[config.mk]
export PLATFORM = sky130hd
export DESIGN_NAME = ocrs_top
export DESIGN_NICKNAME = d
export VERILOG_FILES = /design/src/rtl/ocrs_pkg.sv /design/src/rtl/ocrs_top.sv /design/src/rtl/ocrs_sync.sv
export VERILOG_INCLUDE_DIRS = /design/src /design/src/rtl
export SDC_FILE = /design/constraint.sdc
export NUM_CORES = 1
export LEC_CHECK = 0
export ABC_AREA = 0
export BUFFER_PORTS_ARGS = -buffer_cell sky130_fd_sc_hd__buf_2
export CORE_MARGIN = 2
export CORE_UTILIZATION = 35
export DETAILED_ROUTE_END_ITERATION = 8
export SYNTH_ARGS = -nofsm -noshare
export SYNTH_HDL_FRONTEND = slang
export SYNTH_SLANG_ARGS = --single-unit
[constraint.sdc]
create_clock -name clock -period 2.4 [get_ports clock]
set_input_delay 0.24 -clock clock [delete_from_list [all_inputs] [get_ports clock]]
set_output_delay 0.24 -clock clock [all_outputs]
set_load 0.005 [all_outputs]
[src/rtl/ocrs_defines.svh]
`ifndef OCRS_DEFINES_SVH
`define OCRS_DEFINES_SVH

// Register byte addresses on the APB
`define OCRS_ADDR_SYSOSC   32'h4004_8020
`define OCRS_ADDR_WDOSC    32'h4004_8024
`define OCRS_ADDR_TRIM     32'h4004_8028
`define OCRS_ADDR_RSTCAUSE 32'h4004_8030
`define OCRS_ADDR_PLLSRC   32'h4004_8040
`define OCRS_ADDR_PLLUPD   32'h4004_8044
`define OCRS_ADDR_IRQSTAT  32'h4004_8050
`define OCRS_ADDR_IRQMASK  32'h4004_8054

// Field positions
`define OCRS_SYSOSC_BYPASS_BIT 0
`define OCRS_SYSOSC_RANGE_BIT  1
`define OCRS_WDOSC_DIV_LSB     0
`define OCRS_WDOSC_DIV_MSB     4
`define OCRS_WDOSC_FREQ_LSB    5
`define OCRS_WDOSC_FREQ_MSB    8
`define OCRS_UPD_BIT           0

// Reset cause bits
`define OCRS_RC_POR 0
`define OCRS_RC_PIN 1
`define OCRS_RC_WDT 2
`define OCRS_RC_BOD 3
`define OCRS_RC_SW  4

// Interrupt event bits
`define OCRS_EV_SWITCHED 0
`define OCRS_EV_RSTSEEN  1
`define OCRS_EV_RSVDSRC  2

// Reset values
`define OCRS_RST_SYSOSC   2'h0
`define OCRS_RST_WDDIV    5'h00
`define OCRS_RST_WDFREQ   4'h5
`define OCRS_RST_TRIM     8'h00
`define OCRS_RST_CAUSE    5'h01
`define OCRS_RST_PLLSRC   2'h0
`define OCRS_RST_UPD      1'h0
`define OCRS_RST_IRQ      3'h0

`endif

[src/rtl/ocrs_pkg.sv]
package ocrs_pkg;

  // PLL input source code
  typedef logic [1:0] ocrs_pll_src_t;

  // Decoded register of an APB access
  typedef enum logic [3:0] {
    OCRS_R_NONE,
    OCRS_R_SYSOSC,
    OCRS_R_WDOSC,
    OCRS_R_TRIM,
    OCRS_R_RSTCAUSE,
    OCRS_R_PLLSRC,
    OCRS_R_PLLUPD,
    OCRS_R_IRQSTAT,
    OCRS_R_IRQMASK
  } ocrs_reg_e;

endpackage : ocrs_pkg

[src/rtl/ocrs_top.sv]
`timescale 1ns/1ns
`include "ocrs_defines.svh"
module ocrs_top (
  // Clock and power-on reset
  input  wire logic        clock,
  input  wire logic        rst,
  // APB slave
  input  wire logic        psel,
  input  wire logic        penable,
  input  wire logic        pwrite,
  input  wire logic [31:0] paddr,
  input  wire logic [31:0] pwdata,
  output logic      [31:0] prdata,
  output logic             pready,
  output logic             pslverr,
  // Reset sources, asynchronous levels
  input  wire logic        pin_reset_in,
  input  wire logic        wdt_reset_in,
  input  wire logic        bod_reset_in,
  input  wire logic        sw_reset_in,
  // System oscillator controls
  output logic             osc_bypass,
  output logic             osc_range_choice,
  // Watchdog oscillator controls
  output logic      [4:0]  wdosc_div_code,
  output logic      [3:0]  wdosc_freq_code,
  output logic      [6:0]  wdosc_div_ratio,
  // RC oscillator trim
  output logic      [7:0]  rc_osc_trim,
  // Applied PLL input source
  output ocrs_pkg::ocrs_pll_src_t pll_src_sel,
  // Interrupt
  output logic             irq
);

  // Register state
  logic [1:0]              sysosc_reg;
  logic [1:0]              sysosc_next;
  logic [4:0]              wddiv_reg;
  logic [4:0]              wddiv_next;
  logic [3:0]              wdfreq_reg;
  logic [3:0]              wdfreq_next;
  logic [7:0]              trim_reg;
  logic [7:0]              trim_next;
  logic [4:0]              cause_reg;
  logic [4:0]              cause_next;
  ocrs_pkg::ocrs_pll_src_t pllsrc_reg;
  ocrs_pkg::ocrs_pll_src_t pllsrc_next;
  logic                    upd_reg;
  logic                    upd_next;
  logic                    upd_prev_reg;
  ocrs_pkg::ocrs_pll_src_t applied_reg;
  ocrs_pkg::ocrs_pll_src_t applied_next;
  logic [2:0]              irq_stat_reg;
  logic [2:0]              irq_stat_next;
  logic [2:0]              irq_mask_reg;
  logic [2:0]              irq_mask_next;
  logic [31:0]             prdata_reg;
  logic [31:0]             prdata_next;
  logic [3:0]              src_prev_reg;

  // Bus decode wires
  wire logic               setup_phase;
  wire logic               access_phase;
  wire logic               wr_en;
  wire logic               addr_hit;
  ocrs_pkg::ocrs_reg_e     reg_sel;

  // Reset source wires
  wire logic [3:0]         src_async;
  wire logic [3:0]         src_sync;
  wire logic [3:0]         src_rise;
  wire logic [4:0]         cause_set;
  wire logic [4:0]         cause_clr;

  // Update and event wires
  wire logic               upd_rise;
  wire logic [2:0]         events;
  wire logic [2:0]         irq_clr;

  // Read words, reserved bits zero
  wire logic [31:0]        rdw_sysosc;
  wire logic [31:0]        rdw_wdosc;
  wire logic [31:0]        rdw_trim;
  wire logic [31:0]        rdw_cause;
  wire logic [31:0]        rdw_pllsrc;
  wire logic [31:0]        rdw_upd;
  wire logic [31:0]        rdw_irqstat;
  wire logic [31:0]        rdw_irqmask;

  // Source order matches cause bits 1..4
  assign src_async = {sw_reset_in, bod_reset_in,
                      wdt_reset_in, pin_reset_in};

  // Two-stage synchroniser for the reset source levels; the chain
  // resets low, so a source held through power-on shows up as a rise
  // two edges after release
  ocrs_sync #(
    .WIDTH (4)
  ) u_src_sync (
    .clock    (clock),
    .rst      (rst),
    .async_in (src_async),
    .sync_out (src_sync)
  );

  // APB phases; every access completes without wait states.
  // Read data is caught in setup, so a read right after a write sees
  // the new value: the write lands at the access edge before it
  assign setup_phase  = psel & ~penable;
  assign access_phase = psel & penable;
  assign pready       = 1'b1;

  // Address decode
  assign reg_sel =
    (paddr == `OCRS_ADDR_SYSOSC)   ? ocrs_pkg::OCRS_R_SYSOSC   :
    (paddr == `OCRS_ADDR_WDOSC)    ? ocrs_pkg::OCRS_R_WDOSC    :
    (paddr == `OCRS_ADDR_TRIM)     ? ocrs_pkg::OCRS_R_TRIM     :
    (paddr == `OCRS_ADDR_RSTCAUSE) ? ocrs_pkg::OCRS_R_RSTCAUSE :
    (paddr == `OCRS_ADDR_PLLSRC)   ? ocrs_pkg::OCRS_R_PLLSRC   :
    (paddr == `OCRS_ADDR_PLLUPD)   ? ocrs_pkg::OCRS_R_PLLUPD   :
    (paddr == `OCRS_ADDR_IRQSTAT)  ? ocrs_pkg::OCRS_R_IRQSTAT  :
    (paddr == `OCRS_ADDR_IRQMASK)  ? ocrs_pkg::OCRS_R_IRQMASK  :
                                     ocrs_pkg::OCRS_R_NONE;

  // Unmapped addresses answer with an error and change nothing
  assign addr_hit = (reg_sel != ocrs_pkg::OCRS_R_NONE);
  assign pslverr  = access_phase & ~addr_hit;
  assign wr_en    = access_phase & pwrite & addr_hit;

  // System oscillator control, two live bits only
  assign sysosc_next =
    (wr_en && reg_sel == ocrs_pkg::OCRS_R_SYSOSC) ?
      pwdata[1:0] : sysosc_reg;

  // Watchdog oscillator control fields
  assign wddiv_next =
    (wr_en && reg_sel == ocrs_pkg::OCRS_R_WDOSC) ?
      pwdata[`OCRS_WDOSC_DIV_MSB:`OCRS_WDOSC_DIV_LSB] :
      wddiv_reg;
  assign wdfreq_next =
    (wr_en && reg_sel == ocrs_pkg::OCRS_R_WDOSC) ?
      pwdata[`OCRS_WDOSC_FREQ_MSB:`OCRS_WDOSC_FREQ_LSB] :
      wdfreq_reg;

  // RC oscillator trim
  assign trim_next =
    (wr_en && reg_sel == ocrs_pkg::OCRS_R_TRIM) ?
      pwdata[7:0] : trim_reg;

  // PLL source code, stored but not yet applied
  assign pllsrc_next =
    (wr_en && reg_sel == ocrs_pkg::OCRS_R_PLLSRC) ?
      pwdata[1:0] : pllsrc_reg;

  // Update bit; writing one while it is already one is no toggle,
  // so software must write zero first
  assign upd_next =
    (wr_en && reg_sel == ocrs_pkg::OCRS_R_PLLUPD) ?
      pwdata[`OCRS_UPD_BIT] : upd_reg;

  // Low-to-high toggle of the update bit
  assign upd_rise = upd_reg & ~upd_prev_reg;

  // Applied selection holds until the toggle
  assign applied_next = upd_rise ? pllsrc_reg : applied_reg;

  // Reset cause: a source level held high sets its bit, even right
  // after power-on, so a pin still held past release is recorded
  assign cause_set = {src_sync, 1'b0};

  // Write-one-to-clear of the cause bits
  assign cause_clr =
    (wr_en && reg_sel == ocrs_pkg::OCRS_R_RSTCAUSE) ?
      pwdata[4:0] : 5'h00;

  // Set wins over a clear in the same cycle
  assign cause_next = (cause_reg & ~cause_clr) | cause_set;

  // Rising edges of reset sources for the interrupt
  assign src_rise = src_sync & ~src_prev_reg;

  // Interrupt events; the reserved code is passed on unchanged and
  // only flagged, so a later update can recover from it
  assign events[`OCRS_EV_SWITCHED] = upd_rise;
  assign events[`OCRS_EV_RSTSEEN]  = |src_rise;
  assign events[`OCRS_EV_RSVDSRC]  = upd_rise & (&pllsrc_reg);

  // Interrupt status write-one-to-clear, set wins
  assign irq_clr =
    (wr_en && reg_sel == ocrs_pkg::OCRS_R_IRQSTAT) ?
      pwdata[2:0] : 3'h0;
  assign irq_stat_next = (irq_stat_reg & ~irq_clr) | events;

  // Interrupt mask
  assign irq_mask_next =
    (wr_en && reg_sel == ocrs_pkg::OCRS_R_IRQMASK) ?
      pwdata[2:0] : irq_mask_reg;

  // Read words of each register; reserved bits read zero
  assign rdw_sysosc  = {30'h0000_0000, sysosc_reg};
  assign rdw_wdosc   = {23'h00_0000, wdfreq_reg, wddiv_reg};
  assign rdw_trim    = {24'h00_0000, trim_reg};
  assign rdw_cause   = {27'h000_0000, cause_reg};
  assign rdw_pllsrc  = {30'h0000_0000, pllsrc_reg};
  assign rdw_upd     = {31'h0000_0000, upd_reg};
  assign rdw_irqstat = {29'h0000_0000, irq_stat_reg};
  assign rdw_irqmask = {29'h0000_0000, irq_mask_reg};

  // Read data is caught in the setup phase; reserved bits are zero
  always_comb begin
    prdata_next = prdata_reg;
    if (setup_phase && !pwrite) begin
      if (reg_sel == ocrs_pkg::OCRS_R_SYSOSC) begin
        prdata_next = rdw_sysosc;
      end else if (reg_sel == ocrs_pkg::OCRS_R_WDOSC) begin
        prdata_next = rdw_wdosc;
      end else if (reg_sel == ocrs_pkg::OCRS_R_TRIM) begin
        prdata_next = rdw_trim;
      end else if (reg_sel == ocrs_pkg::OCRS_R_RSTCAUSE) begin
        prdata_next = rdw_cause;
      end else if (reg_sel == ocrs_pkg::OCRS_R_PLLSRC) begin
        prdata_next = rdw_pllsrc;
      end else if (reg_sel == ocrs_pkg::OCRS_R_PLLUPD) begin
        prdata_next = rdw_upd;
      end else if (reg_sel == ocrs_pkg::OCRS_R_IRQSTAT) begin
        prdata_next = rdw_irqstat;
      end else if (reg_sel == ocrs_pkg::OCRS_R_IRQMASK) begin
        prdata_next = rdw_irqmask;
      end else begin
        prdata_next = 32'h0000_0000;
      end
    end
  end

  // Oscillator setting registers
  always_ff @(posedge clock or posedge rst) begin
    if (rst) begin
      sysosc_reg <= `OCRS_RST_SYSOSC;
      wddiv_reg  <= `OCRS_RST_WDDIV;
      wdfreq_reg <= `OCRS_RST_WDFREQ;
      trim_reg   <= `OCRS_RST_TRIM;
    end else begin
      sysosc_reg <= sysosc_next;
      wddiv_reg  <= wddiv_next;
      wdfreq_reg <= wdfreq_next;
      trim_reg   <= trim_next;
    end
  end

  // Reset cause; rst is the power-on reset of this block
  always_ff @(posedge clock or posedge rst) begin
    if (rst) begin
      cause_reg    <= `OCRS_RST_CAUSE;
      src_prev_reg <= 4'h0;
    end else begin
      cause_reg    <= cause_next;
      src_prev_reg <= src_sync;
    end
  end

  // PLL source selection and its update bit
  always_ff @(posedge clock or posedge rst) begin
    if (rst) begin
      pllsrc_reg   <= `OCRS_RST_PLLSRC;
      upd_reg      <= `OCRS_RST_UPD;
      upd_prev_reg <= `OCRS_RST_UPD;
      applied_reg  <= `OCRS_RST_PLLSRC;
    end else begin
      pllsrc_reg   <= pllsrc_next;
      upd_reg      <= upd_next;
      upd_prev_reg <= upd_reg;
      applied_reg  <= applied_next;
    end
  end

  // Interrupt registers
  always_ff @(posedge clock or posedge rst) begin
    if (rst) begin
      irq_stat_reg <= `OCRS_RST_IRQ;
      irq_mask_reg <= `OCRS_RST_IRQ;
    end else begin
      irq_stat_reg <= irq_stat_next;
      irq_mask_reg <= irq_mask_next;
    end
  end

  // Read data register
  always_ff @(posedge clock or posedge rst) begin
    if (rst) begin
      prdata_reg <= 32'h0000_0000;
    end else begin
      prdata_reg <= prdata_next;
    end
  end

  // Interrupt output, level
  // Uses next values, so irq drops in the cycle the status is cleared
  always_ff @(posedge clock or posedge rst) begin
    if (rst) begin
      irq <= 1'b0;
    end else begin
      irq <= |(irq_stat_next & irq_mask_next);
    end
  end

  // Oscillator control outputs
  assign osc_bypass       = sysosc_reg[`OCRS_SYSOSC_BYPASS_BIT];
  assign osc_range_choice = sysosc_reg[`OCRS_SYSOSC_RANGE_BIT];
  assign wdosc_div_code   = wddiv_reg;
  assign wdosc_freq_code  = wdfreq_reg;
  assign rc_osc_trim      = trim_reg;
  assign pll_src_sel      = applied_reg;
  assign prdata           = prdata_reg;

  // Divide ratio 2*(1+code): code 0 gives 2, code 31 gives 64
  // Built from the next code, so the ratio moves with the code itself
  always_ff @(posedge clock or posedge rst) begin
    if (rst) begin
      wdosc_div_ratio <= 7'h02;
    end else begin
      wdosc_div_ratio <= {1'b0, wddiv_next, 1'b0} + 7'h02;
    end
  end

endmodule : ocrs_top

[src/rtl/ocrs_sync.sv]
`timescale 1ns/1ns
module ocrs_sync #(
  parameter int WIDTH = 1
) (
  // Clock and reset
  input  wire logic             clock,
  input  wire logic             rst,
  // Levels from another domain and their synchronised copies
  input  wire logic [WIDTH-1:0] async_in,
  output logic      [WIDTH-1:0] sync_out
);

  logic [WIDTH-1:0] meta_reg;

  // Two flip-flop chain; the first stage feeds only the second
  always_ff @(posedge clock or posedge rst) begin
    if (rst) begin
      meta_reg <= '0;
      sync_out <= '0;
    end else begin
      meta_reg <= async_in;
      sync_out <= meta_reg;
    end
  end

endmodule : ocrs_sync

==> results of run 1 <==
==> where the power goes <==
group	leakage [nW]	total, mW	switching (mW)	internal [mW]
combinational	1.17	0.152	0.0892	0.0631
sequential	0.807	1.10	0.00753	1.09
clock	0.0854	0.787	0.368	0.419
total	2.06	2.04	0.465	1.58
==> timing repair <==
item	4_1_cts	5_1_grt
buffers inserted	0	0
setup endpoints to repair	0	2
resized for setup	0	3
hold buffers	3	1
hold endpoints to repair	3	1
==> final cells by class <==
| cell class | instances | area, um^2 | area share (%) |
|---|---|---|---|
| sequential | 64 | 1610 | 39.6 |
| multi-input combinational | 195 | 1350 | 33.2 |
| timing repair buffer | 128 | 753 | 18.6 |
| clock buffer | 13 | 159 | 3.92 |
| tap | 108 | 135 | 3.33 |
| inverter | 13 | 48.8 | 1.20 |
| clock inverter | 1 | 5.00 | 0.123 |
==> cell usage after synthesis, types with 5 or more instances <==
master,n
a21o_1,5
buf_4,25
clkbuf_1,5
dfrtp_1,60
inv_1,13
mux2_2,12
mux2_4,8
mux2i_1,8
nand2_1,27
nand3_1,5
nand4_1,5
nor2_1,9
nor2b_1,5
nor3_1,7
nor4_1,8
o21ai_0,10
==> kinds of logic after synthesis <==
| kind of cell | Yosys count |
|---|---|
| AOI/OAI and AO/OA | 47 |
| xor gates and xnor gates | 3 |
| buffers and inverters | 50 |
| DFF | 64 |
| other | 2 |
| and+or+nand+nor | 90 |
| adders and majority gates | 2 |
| muxes | 28 |
==> stage by stage <==
step | cell area [um^2] | hold slack, ps | util [%] | total power [mW] | setup WS [ps]
after floorplan | 3260 | 271 | - | 1.22 | -101
after global placement | 3830 | 333 | 44.0 | 1.27 | -188
after detailed placement | 3830 | 335 | 44.0 | 1.27 | -208
after CTS | 4030 | 1.65 | 46.2 | 2.07 | 138
after global routing | 4050 | 50.0 | 46.5 | 2.14 | 15.9
final | 4050 | 2.17 | 46.5 | 2.04 | 124
==> worst reg2reg max path, cell delays in order, from the launching register on <==
cell,delay (ps)
dfrtp_1,420
mux2_2,280
and3_1,180
a311oi_1,340
a21oi_1,110
==> worst paths after layout <==
| check | from | to | slack [ps] | cells past startpoint |
|---|---|---|---|---|
| worst max-delay path | paddr[25] | rc_osc_trim[2] | 120 | 7 |
| worst min-delay path | rst | rc_osc_trim[5] | 2 | 2 |
| worst max register to register | upd_reg | prdata[0] | 950 | 4 |
| worst min register to register | u_src_sync.meta_reg[0] | u_src_sync.sync_out[0] | 350 | 0 |
| max in group asynchronous | rst | cause_reg[0] | 1620 | 3 |
| min in group clock | pwdata[8] | wdosc_freq_code[3] | 140 | 2 |
==> layer usage <==
layer / vias to the layer above / share of wire, % / global-route usage, %
met3: 8 / 7.4 / 5.18
met4: 0 / 1.1 / 5.37
li1: 1230 / - / -
met2: 107 / 47 / 27.5
met1: 1221 / 45 / 23.0
met5: - / 0 / 0
==> results.md, run 1 <==
### Synthesis
* **yosys synthesis warning count** 0
* **basic-gate share of the synthesized area counting and, or, nand and nor cells** 15.9%
* **synthesized-area fraction occupied by xor and xnor cells** 0.833%
* **number of enable flip-flop cells after synthesis** 0
* **average footprint of a synthesized cell** 11.0 um^2
* **share of async-settable or async-resettable flops after synthesis** 100%
* **number of instances in the synthesized netlist** 286
* **combinational family with the most area after synthesis** simple AND/OR/NAND/NOR gates
* **FF+latch count, synth** 64
* **post-synthesis adder-cell area fraction** 0.714%
* **cell type with the largest total area after synthesis** dfrtp_1
* **Area contributors post-synth** dfrtp_1 48%, buf_4 6.0%, mux2_2 4.3%
* **area share of the largest cell type after synthesis** 47.6%
* **share of cell area taken by muxes after synthesis** 10.6%
* **part of the Yosys area used for sequential elements** 50.9%
* **number of distinct library cell variants in the gate-level netlist after synthesis** 59
* **post-synthesis compound-gate area fraction** 10.6%
* **Post-Synthesis Cell Area** 0.00315 mm^2
* **Top FF cell, synth** dfrtp_1

### Critical path
* **data arrival time at the worst-slack endpoint** 2490 ps
* **critical path class** in2reg
* **maximum net fanout on the critical path** 8
* **cell with the most instances on the worst path** or3_1
* **slowest library cell on the worst path** or4b_1
* **critical path data required time** 2610 ps
* **critical path endpoint category** flip-flop
* **Worst setup SP type** input pin
* **delay-heaviest family, CP** simple AND/OR/NAND/NOR gates
* **Critical path buffers and inverters** 2
* **cells along the critical path** buf_2 > or4b_1 > or2_4 > or3_1 > or3_1 > buf_4 > mux2_4
* **maximum cell stage delay along the critical path** 540 ps

### STA
* **final-report hold violation count** 0
* **clk_skew** 11.4 ps
* **total of endpoints with negative setup slack in the final report** 0
* **unrepaired setup endpoints after global routing** false
* **achievable clock frequency** 0.439 GHz
* **transition time at the pin with the least slew margin** 673 ps
* **fin crit share** 94.8%
* **Setup TNS** 0 ps
* **worst rel slew slack** 55.0%
* **final max-slew violation count** 0
* **Final Critical Period** 2280 ps

### Floorplanning
* **floorplan die area** 0.00979 mm^2
* **Initial Util** 36.2%
* **standard cell core area** 0.00872 mm^2
* **number of top-level design ports** 136
* **DIE WIDTH** 98.9 um
* **row count** 34
* **die height** 98.9 um

### Clocking
* **Clock Tree Buf Depth** 2
* **TritonCTS clock tree** built
* **clock network latency to the later pin of the worst-skew pair** 340 ps
* **TritonCTS Buffers** 9
* **clock-pin slew on the worst setup and hold paths** 70 ps
* **# clock sinks** 64
* **cell at the root of the clock tree** clkbuf_8
* **CTS HTree Levels** 3

### Pwr
* **reported leakage power** 2.06 nW
* **pwr/cell area** 504 mW/mm^2
* **largest vdd supply drop** 0.000389 V

### Route
* **initial detailed-routing violation count** 126
* **routed via count** 2,566
* **via/cell ratio** 4.92
* **number of search-and-repair iterations in the first detailed-routing pass** 4
* **DRC violations left** 0
* **count of antenna-violating nets left after detailed routing** 0
* **average wire per standard cell** 15.6 um
* **Post-Route WL** 8.13 mm

### Layout
* **non-filler instance count after layout** 522
* **most frequent standard cell in the layout excluding fill and tap cells** buf_2
* **Total Nets Final** 485
* **count of antenna diodes in the layout** 0
* **number of flip-flops under the largest register name** 9
* **fraction of layout instances using a drive strength above 1** 41.8%
* **count of filler cells inserted in the layout** 828
* **area growth from synthesis to final layout** 28.5%
* **commonest non-fill, non-tap cells in the layout** 87 x buf_2, 60 x dfrtp_1, 37 x buf_4, 27 x nand2_1, 25 x conb_1

### GRT
* **maximum number of pins on one net before global-route repair** 34
* **vias in the first global route** 2,635
* **GR Overflow Total** 0
* **antenna violations before repair** 0
* **first-pass GRT wire length** 13.3 mm
* **global router's overall resource usage** 17.4%

### Placement
* **half-perimeter wire length of the detailed placement result** 6.35 mm
* **buffers added on ports** 87
* **placed insts** 504
* **final weighted congestion in routability-driven placement** 0.832

### Run status
* **result of the run** complete, no violations

### Job
* **Max Cap Violations** 0

### Hold path
* **class of the most critical hold timing path** in2async

Power figures use the tool's default switching activity.
==> run 2: changes to the inputs <==
==> constraint.sdc (replaced) <==
create_clock -name clock -period 2.6 [get_ports clock]
set_input_delay 0.26 -clock clock [delete_from_list [all_inputs] [get_ports clock]]
set_output_delay 0.26 -clock clock [all_outputs]
set_load 0.005 [all_outputs]
==> run 2 against run 1 <==
Against the previous run: cell count is 2.3% lower; critical path depth stayed put; combinational power is 13% lower; clock power is 0.5% higher; clock skew is 2.5 ps lower; sequential power is 7% lower; power is 4.9% lower; first-iteration DRC count is 17% higher; sequential share of layout area is 0.94 points higher; worst setup slack better by 92 ps; clock-buffer cell count is 2 higher; critical path type unchanged.
==> results.md, run 2 (synthesis gave the netlist of run 1 again) <==
### Route
* **Post-Route WL** 8.00 mm, was 8.13 mm
* **initial detailed-routing violation count** 147, was 126
* **DRC violations left** 0, unchanged
* **number of search-and-repair iterations in the first detailed-routing pass** 4, unchanged
* **via/cell ratio** 5.02, was 4.92
* **count of antenna-violating nets left after detailed routing** 0, unchanged
* **routed via count** 2,559, was 2,566
* **average wire per standard cell** 15.7 um, was 15.6 um

### Layout
* **most frequent standard cell in the layout excluding fill and tap cells** buf_2, unchanged
* **sequential cell area in the final layout** 0.00161 mm^2, unchanged
* **count of filler cells inserted in the layout** 834, was 828
* **count of antenna diodes in the layout** 0, unchanged
* **non-filler instance count after layout** 510, was 522
* **area growth from synthesis to final layout** 25.5%, was 28.5%
* **Total Nets Final** 472, was 485
* **post-route cell area** 0.00396 mm^2, was 0.00405 mm^2
* **commonest non-fill, non-tap cells in the layout** 87 x buf_2, 60 x dfrtp_1, 27 x nand2_1, 27 x buf_4, 25 x conb_1, was 87 x buf_2, 60 x dfrtp_1, 37 x buf_4, 27 x nand2_1, 25 x conb_1
* **area of combinational cells with multiple inputs** 0.00133 mm^2, was 0.00135 mm^2
* **fraction of layout instances using a drive strength above 1** 40.3%, was 41.8%
* **number of flip-flops under the largest register name** 9, unchanged

### STA
* **achievable clock frequency** 0.420 GHz
* **Setup TNS** 0 ps, unchanged
* **clk_skew** 8.93 ps, was 11.4 ps
* **fin crit share** 91.7%
* **total of endpoints with negative setup slack in the final report** 0, unchanged
* **unrepaired setup endpoints after global routing** false, unchanged
* **final-report hold violation count** 0, unchanged
* **Worst Hold Slack** 8.42 ps, was 2.17 ps
* **transition time at the pin with the least slew margin** 627 ps, was 673 ps
* **Final Critical Period** 2380 ps
* **final max-slew violation count** 0, unchanged
* **worst rel slew slack** 58.1%, was 55.0%

### Pwr
* **Internal** 1.51 mW, was 1.58 mW
* **largest vdd supply drop** 0.000309 V, was 0.000389 V
* **sw frac** 22.2%, was 22.8%
* **net switching component of the power** 0.431 mW, was 0.465 mW
* **share of power burned in registers** 52.4%, was 54.0%
* **share of power burned in the clock network** 40.7%, was 38.6%
* **combinational group share of total power** 6.8%, was 7.5%
* **reported leakage power** 2.01 nW, was 2.06 nW
* **Total Power Consumption** 1.94 mW, was 2.04 mW
* **pwr/cell area** 490 mW/mm^2, was 504 mW/mm^2

### Placement
* **half-perimeter wire length of the detailed placement result** 6.17 mm, was 6.35 mm
* **buffers added on ports** 87, unchanged
* **placed inst area** 0.00377 mm^2, was 0.00383 mm^2
* **final weighted congestion in routability-driven placement** 0.893, was 0.832
* **placed insts** 495, was 504

### Critical path
* **maximum net fanout on the critical path** 5, was 8
* **critical path data required time** 2810 ps, was 2610 ps
* **worst setup slack for register-to-register paths** 1180 ps, was 950 ps
* **beginning of the worst register-to-register path** wdosc_div_code[0], was upd_reg
* **end of the worst register-to-register path** wdosc_div_ratio[5], was prdata[0]
* **reg2reg path depth** 6, was 4
* **data arrival time at the worst-slack endpoint** 2590 ps, was 2490 ps
* **Worst setup SP type** input pin, unchanged
* **critical path class** in2reg, unchanged
* **critical path endpoint category** flip-flop, unchanged

### Job
* **Max Cap Violations** 0, unchanged

### Hold path
* **class of the most critical hold timing path** in2async, unchanged

### Floorplanning
* **row count** 34, unchanged
* **standard cell core area** 0.00872 mm^2, unchanged
* **DIE WIDTH** 98.9 um, unchanged
* **floorplan die area** 0.00979 mm^2, unchanged
* **number of top-level design ports** 136, unchanged
* **die height** 98.9 um, unchanged
* **Initial Util** 36.2%, unchanged

### Clocking
* **TritonCTS Buffers** 9, unchanged
* **cell at the root of the clock tree** clkbuf_8, unchanged
* **hold_buf cts** 0, was 3
* **clock-pin slew on the worst setup and hold paths** 70 ps, about the same
* **count of buffers added by post-CTS timing repair for setup** 0, unchanged
* **Clock Tree Buf Depth** 2, unchanged
* **# clock sinks** 64, unchanged
* **number of cells upsized or downsized after cts** 0, unchanged
* **CTS HTree Levels** 3, unchanged
* **clock network latency to the later pin of the worst-skew pair** 330 ps, was 340 ps
* **TritonCTS clock tree** built, unchanged

### GRT
* **antenna violations before repair** 0, unchanged
* **global router's overall resource usage** 16.7%, was 17.4%
* **vias in the first global route** 2,499, was 2,635
* **first-pass GRT wire length** 12.8 mm, was 13.3 mm
* **GR Overflow Total** 0, unchanged
* **maximum number of pins on one net before global-route repair** 37, was 34

### Run status
* **result of the run** complete, no violations, unchanged

[run 2: metrics by stage]
step | util [%] | setup slack [ps]
2_1_floorplan | - | 30.5
3_3_place_gp | 43.3 | -70.0
3_5_place_dp | 43.3 | -87.0
4_1_cts | 45.4 | 256
5_1_grt | 45.4 | 90.6
6_report | 45.4 | 216
[run 2: cell type report]
cell class / count / area share, %
Timing Repair Buffer: 115 / 16.6
Sequential cell: 64 / 40.6
Multi-Input combinational cell: 195 / 33.5
Clock buffer: 15 / 4.71
Inverter: 13 / 1.23
Tap cell: 108 / 3.41
[run 2: metal layers]
metal	GRT usage, %	up-vias	part of all wire [%]	wire (um)
met5	0	-	0	0
met4	4.64	0	0.96	77
met3	5.18	6	7.9	628
met2	25.8	114	48	3810
met1	22.8	1227	44	3480
li1	-	1212	-	-
[run 2: power by group through the flow]
stage | combinational (mW) | sequential [mW] | clock (mW)
4_1_cts | 0.135 | 1.02 | 0.821
5_1_grt | 0.151 | 1.02 | 0.872
2_1_floorplan | 0.0915 | 1.03 | 0
3_3_place_gp | 0.132 | 1.04 | 0
6_report | 0.133 | 1.02 | 0.791
3_5_place_dp | 0.135 | 1.04 | 0
[run 2: how the worst max path moves through the flow]
stage                   start  slack, ps  cells after the start            endpoint
floorplan           paddr[24]         30                     11  wdosc_div_ratio[5]
global placement    paddr[24]        -70                      7                 irq
detailed placement  paddr[24]        -90                      7                 irq
CTS                 paddr[24]        260                      7                 irq
global route        paddr[25]         90                     12  wdosc_div_ratio[5]
finish              paddr[24]        220                      7                 irq
[run 2: worst max-delay path: stages]
cell,delay (ps)
buf_2,100
or4_4,530
or2_1,320
or3_1,430
o41ai_1,520
a22oi_1,160
a221o_1,270
==> run 3: changes to the inputs <==
--- a/config.mk
+++ b/config.mk
@@ -10,6 +10,7 @@
 export BUFFER_PORTS_ARGS = -buffer_cell sky130_fd_sc_hd__buf_2
 export CORE_MARGIN = 2
 export CORE_UTILIZATION = 35
+export CTS_BUF_LIST = sky130_fd_sc_hd__clkbuf_4 sky130_fd_sc_hd__clkbuf_8
 export DETAILED_ROUTE_END_ITERATION = 8
 export SYNTH_ARGS = -nofsm -noshare
 export SYNTH_HDL_FRONTEND = slang
==> run 3 against run 2 <==
Against the previous run: routed wire length is 0.58% higher; die area stayed put; hold slack better by 7.7 ps; sequential cell count stayed put; power is 1.1% higher; critical path depth stayed put.
==> results.md, run 3 (synthesis gave the netlist of run 1 again) <==
### Pwr
* **net switching component of the power** 0.432 mW, was 0.431 mW
* **share of power burned in registers** 51.9%, was 52.4%
* **largest vdd supply drop** 0.000310 V, was 0.000309 V
* **pwr/cell area** 495 mW/mm^2, was 490 mW/mm^2
* **reported leakage power** 2.02 nW, was 2.01 nW
* **combinational group share of total power** 6.8%, about the same
* **sw frac** 22.0%, was 22.2%
* **share of power burned in the clock network** 41.4%, was 40.7%
* **Internal** 1.53 mW, was 1.51 mW

### STA
* **clk_skew** 8.76 ps, was 8.93 ps
* **total of endpoints with negative setup slack in the final report** 0, unchanged
* **Final Critical Period** 2370 ps, was 2380 ps
* **transition time at the pin with the least slew margin** 646 ps, was 627 ps
* **worst rel slew slack** 56.8%, was 58.1%
* **final-report hold violation count** 0, unchanged
* **Worst Slack Setup Final** 226 ps, was 216 ps
* **fin crit share** 91.3%, was 91.7%
* **unrepaired setup endpoints after global routing** false, unchanged
* **achievable clock frequency** 0.421 GHz, was 0.420 GHz
* **final max-slew violation count** 0, unchanged

### Clocking
* **cell at the root of the clock tree** clkbuf_8, unchanged
* **TritonCTS Buffers** 9, unchanged
* **number of cells upsized or downsized after cts** 0, unchanged
* **clock network latency to the later pin of the worst-skew pair** 330 ps, about the same
* **hold_buf cts** 0, unchanged
* **Clock Tree Buf Depth** 2, unchanged
* **# clock sinks** 64, unchanged
* **clock-pin slew on the worst setup and hold paths** 60 ps, was 70 ps
* **TritonCTS clock tree** built, unchanged
* **CTS HTree Levels** 3, unchanged
* **count of buffers added by post-CTS timing repair for setup** 0, unchanged

### Route
* **count of antenna-violating nets left after detailed routing** 0, unchanged
* **average wire per standard cell** 15.8 um, was 15.7 um
* **via/cell ratio** 5.03, was 5.02
* **Post-Route WL** 8.04 mm, was 8.00 mm
* **number of search-and-repair iterations in the first detailed-routing pass** 4, unchanged
* **routed via count** 2,564, was 2,559
* **initial detailed-routing violation count** 134, was 147
* **DRC violations left** 0, unchanged

### GRT
* **maximum number of pins on one net before global-route repair** 37, unchanged
* **antenna violations before repair** 0, unchanged
* **first-pass GRT wire length** 12.8 mm, unchanged
* **global router's overall resource usage** 16.7%, unchanged
* **vias in the first global route** 2,499, unchanged
* **GR Overflow Total** 0, unchanged

### Layout
* **commonest non-fill, non-tap cells in the layout** 87 x buf_2, 60 x dfrtp_1, 27 x nand2_1, 27 x buf_4, 25 x conb_1, unchanged
* **final core area utilization** 45.5%, was 45.4%
* **Total Nets Final** 472, unchanged
* **area growth from synthesis to final layout** 25.8%, was 25.5%
* **number of flip-flops under the largest register name** 9, unchanged
* **fraction of layout instances using a drive strength above 1** 40.8%, was 40.3%
* **most frequent standard cell in the layout excluding fill and tap cells** buf_2, unchanged
* **count of antenna diodes in the layout** 0, unchanged
* **count of filler cells inserted in the layout** 830, was 834

### Critical path
* **critical path class** in2reg, unchanged
* **critical path data required time** 2810 ps, about the same
* **maximum net fanout on the critical path** 5, unchanged
* **Worst setup SP type** input pin, unchanged
* **data arrival time at the worst-slack endpoint** 2590 ps, about the same
* **critical path endpoint category** flip-flop, unchanged

### Floorplanning
* **Initial Util** 36.2%, unchanged
* **row count** 34, unchanged
* **die height** 98.9 um, unchanged
* **number of top-level design ports** 136, unchanged
* **standard cell core area** 0.00872 mm^2, unchanged
* **floorplan die area** 0.00979 mm^2, unchanged
* **DIE WIDTH** 98.9 um, unchanged

### Placement
* **buffers added on ports** 87, unchanged
* **setup slack after placement** -87.0 ps, unchanged
* **final weighted congestion in routability-driven placement** 0.893, unchanged
* **half-perimeter wire length of the detailed placement result** 6.17 mm, unchanged

### Hold path
* **class of the most critical hold timing path** in2async, unchanged

### Job
* **Max Cap Violations** 0, unchanged

### Run status
* **result of the run** complete, no violations, unchanged

## run 3: cell counts in the layout (fill, tap and decap cells not counted)
Identical to the previous run, type by type.
## run 3: area by class of cell
cell class / instances / area, um^2 / area share, %
clock buffers: 15 / 194 / 4.89
repair buffers: 115 / 658 / 16.6
multi-input cells: 195 / 1330 / 33.4
well taps: 108 / 135 / 3.41
inverters: 13 / 48.8 / 1.23
flip-flops and latches: 64 / 1610 / 40.5
## run 3: final timing paths
kind	from	to	slack [ps]	depth (start not counted)
max	paddr[24]	irq	230	7
min	rst	wdosc_div_code[4]	20	2
max reg2reg	wdosc_div_code[0]	wdosc_div_ratio[5]	1180	6
min reg2reg	u_src_sync.meta_reg[0]	u_src_sync.sync_out[0]	350	0
max in group asynchronous	rst	cause_reg[0]	1900	3
min in group clock	sw_reset_in	u_src_sync.meta_reg[3]	40	1
## run 3: worst max-delay path: stages
cell and delay [ps]:
buf_2 100, or4_4 530, or2_1 320, or3_1 430, o41ai_1 510, a22oi_1 160, a221o_1 280
## run 3: through the flow
step / TNS (ps) / instance area [um^2] / std cells / hold slack (ps) / power [mW]
floorplan: 0 / 3260 / 309 / 291 / 1.13
global placement: -511 / 3770 / 495 / 332 / 1.17
detailed placement: -694 / 3770 / 495 / 335 / 1.17
CTS: 0 / 3970 / 510 / 15.6 / 2.00
global route: 0 / 3970 / 510 / 8.70 / 2.06
finish: 0 / 3970 / 510 / 16.1 / 1.96
## run 3: power groups by stage
stage | clock [mW] | sequential (mW) | combinational [mW]
floorplan | 0 | 1.03 | 0.0915
global placement | 0 | 1.04 | 0.132
detailed placement | 0 | 1.04 | 0.135
CTS | 0.843 | 1.02 | 0.135
global route | 0.893 | 1.02 | 0.151
finish | 0.812 | 1.02 | 0.133
## run 3: routing by layer
metal	global-route usage (%)	share of wire, %	vias up
li1	-	-	1212
met1	22.8	45	1235
met2	25.8	47	111
met3	5.18	7.2	6
met4	4.64	0.87	0
met5	0	0	-
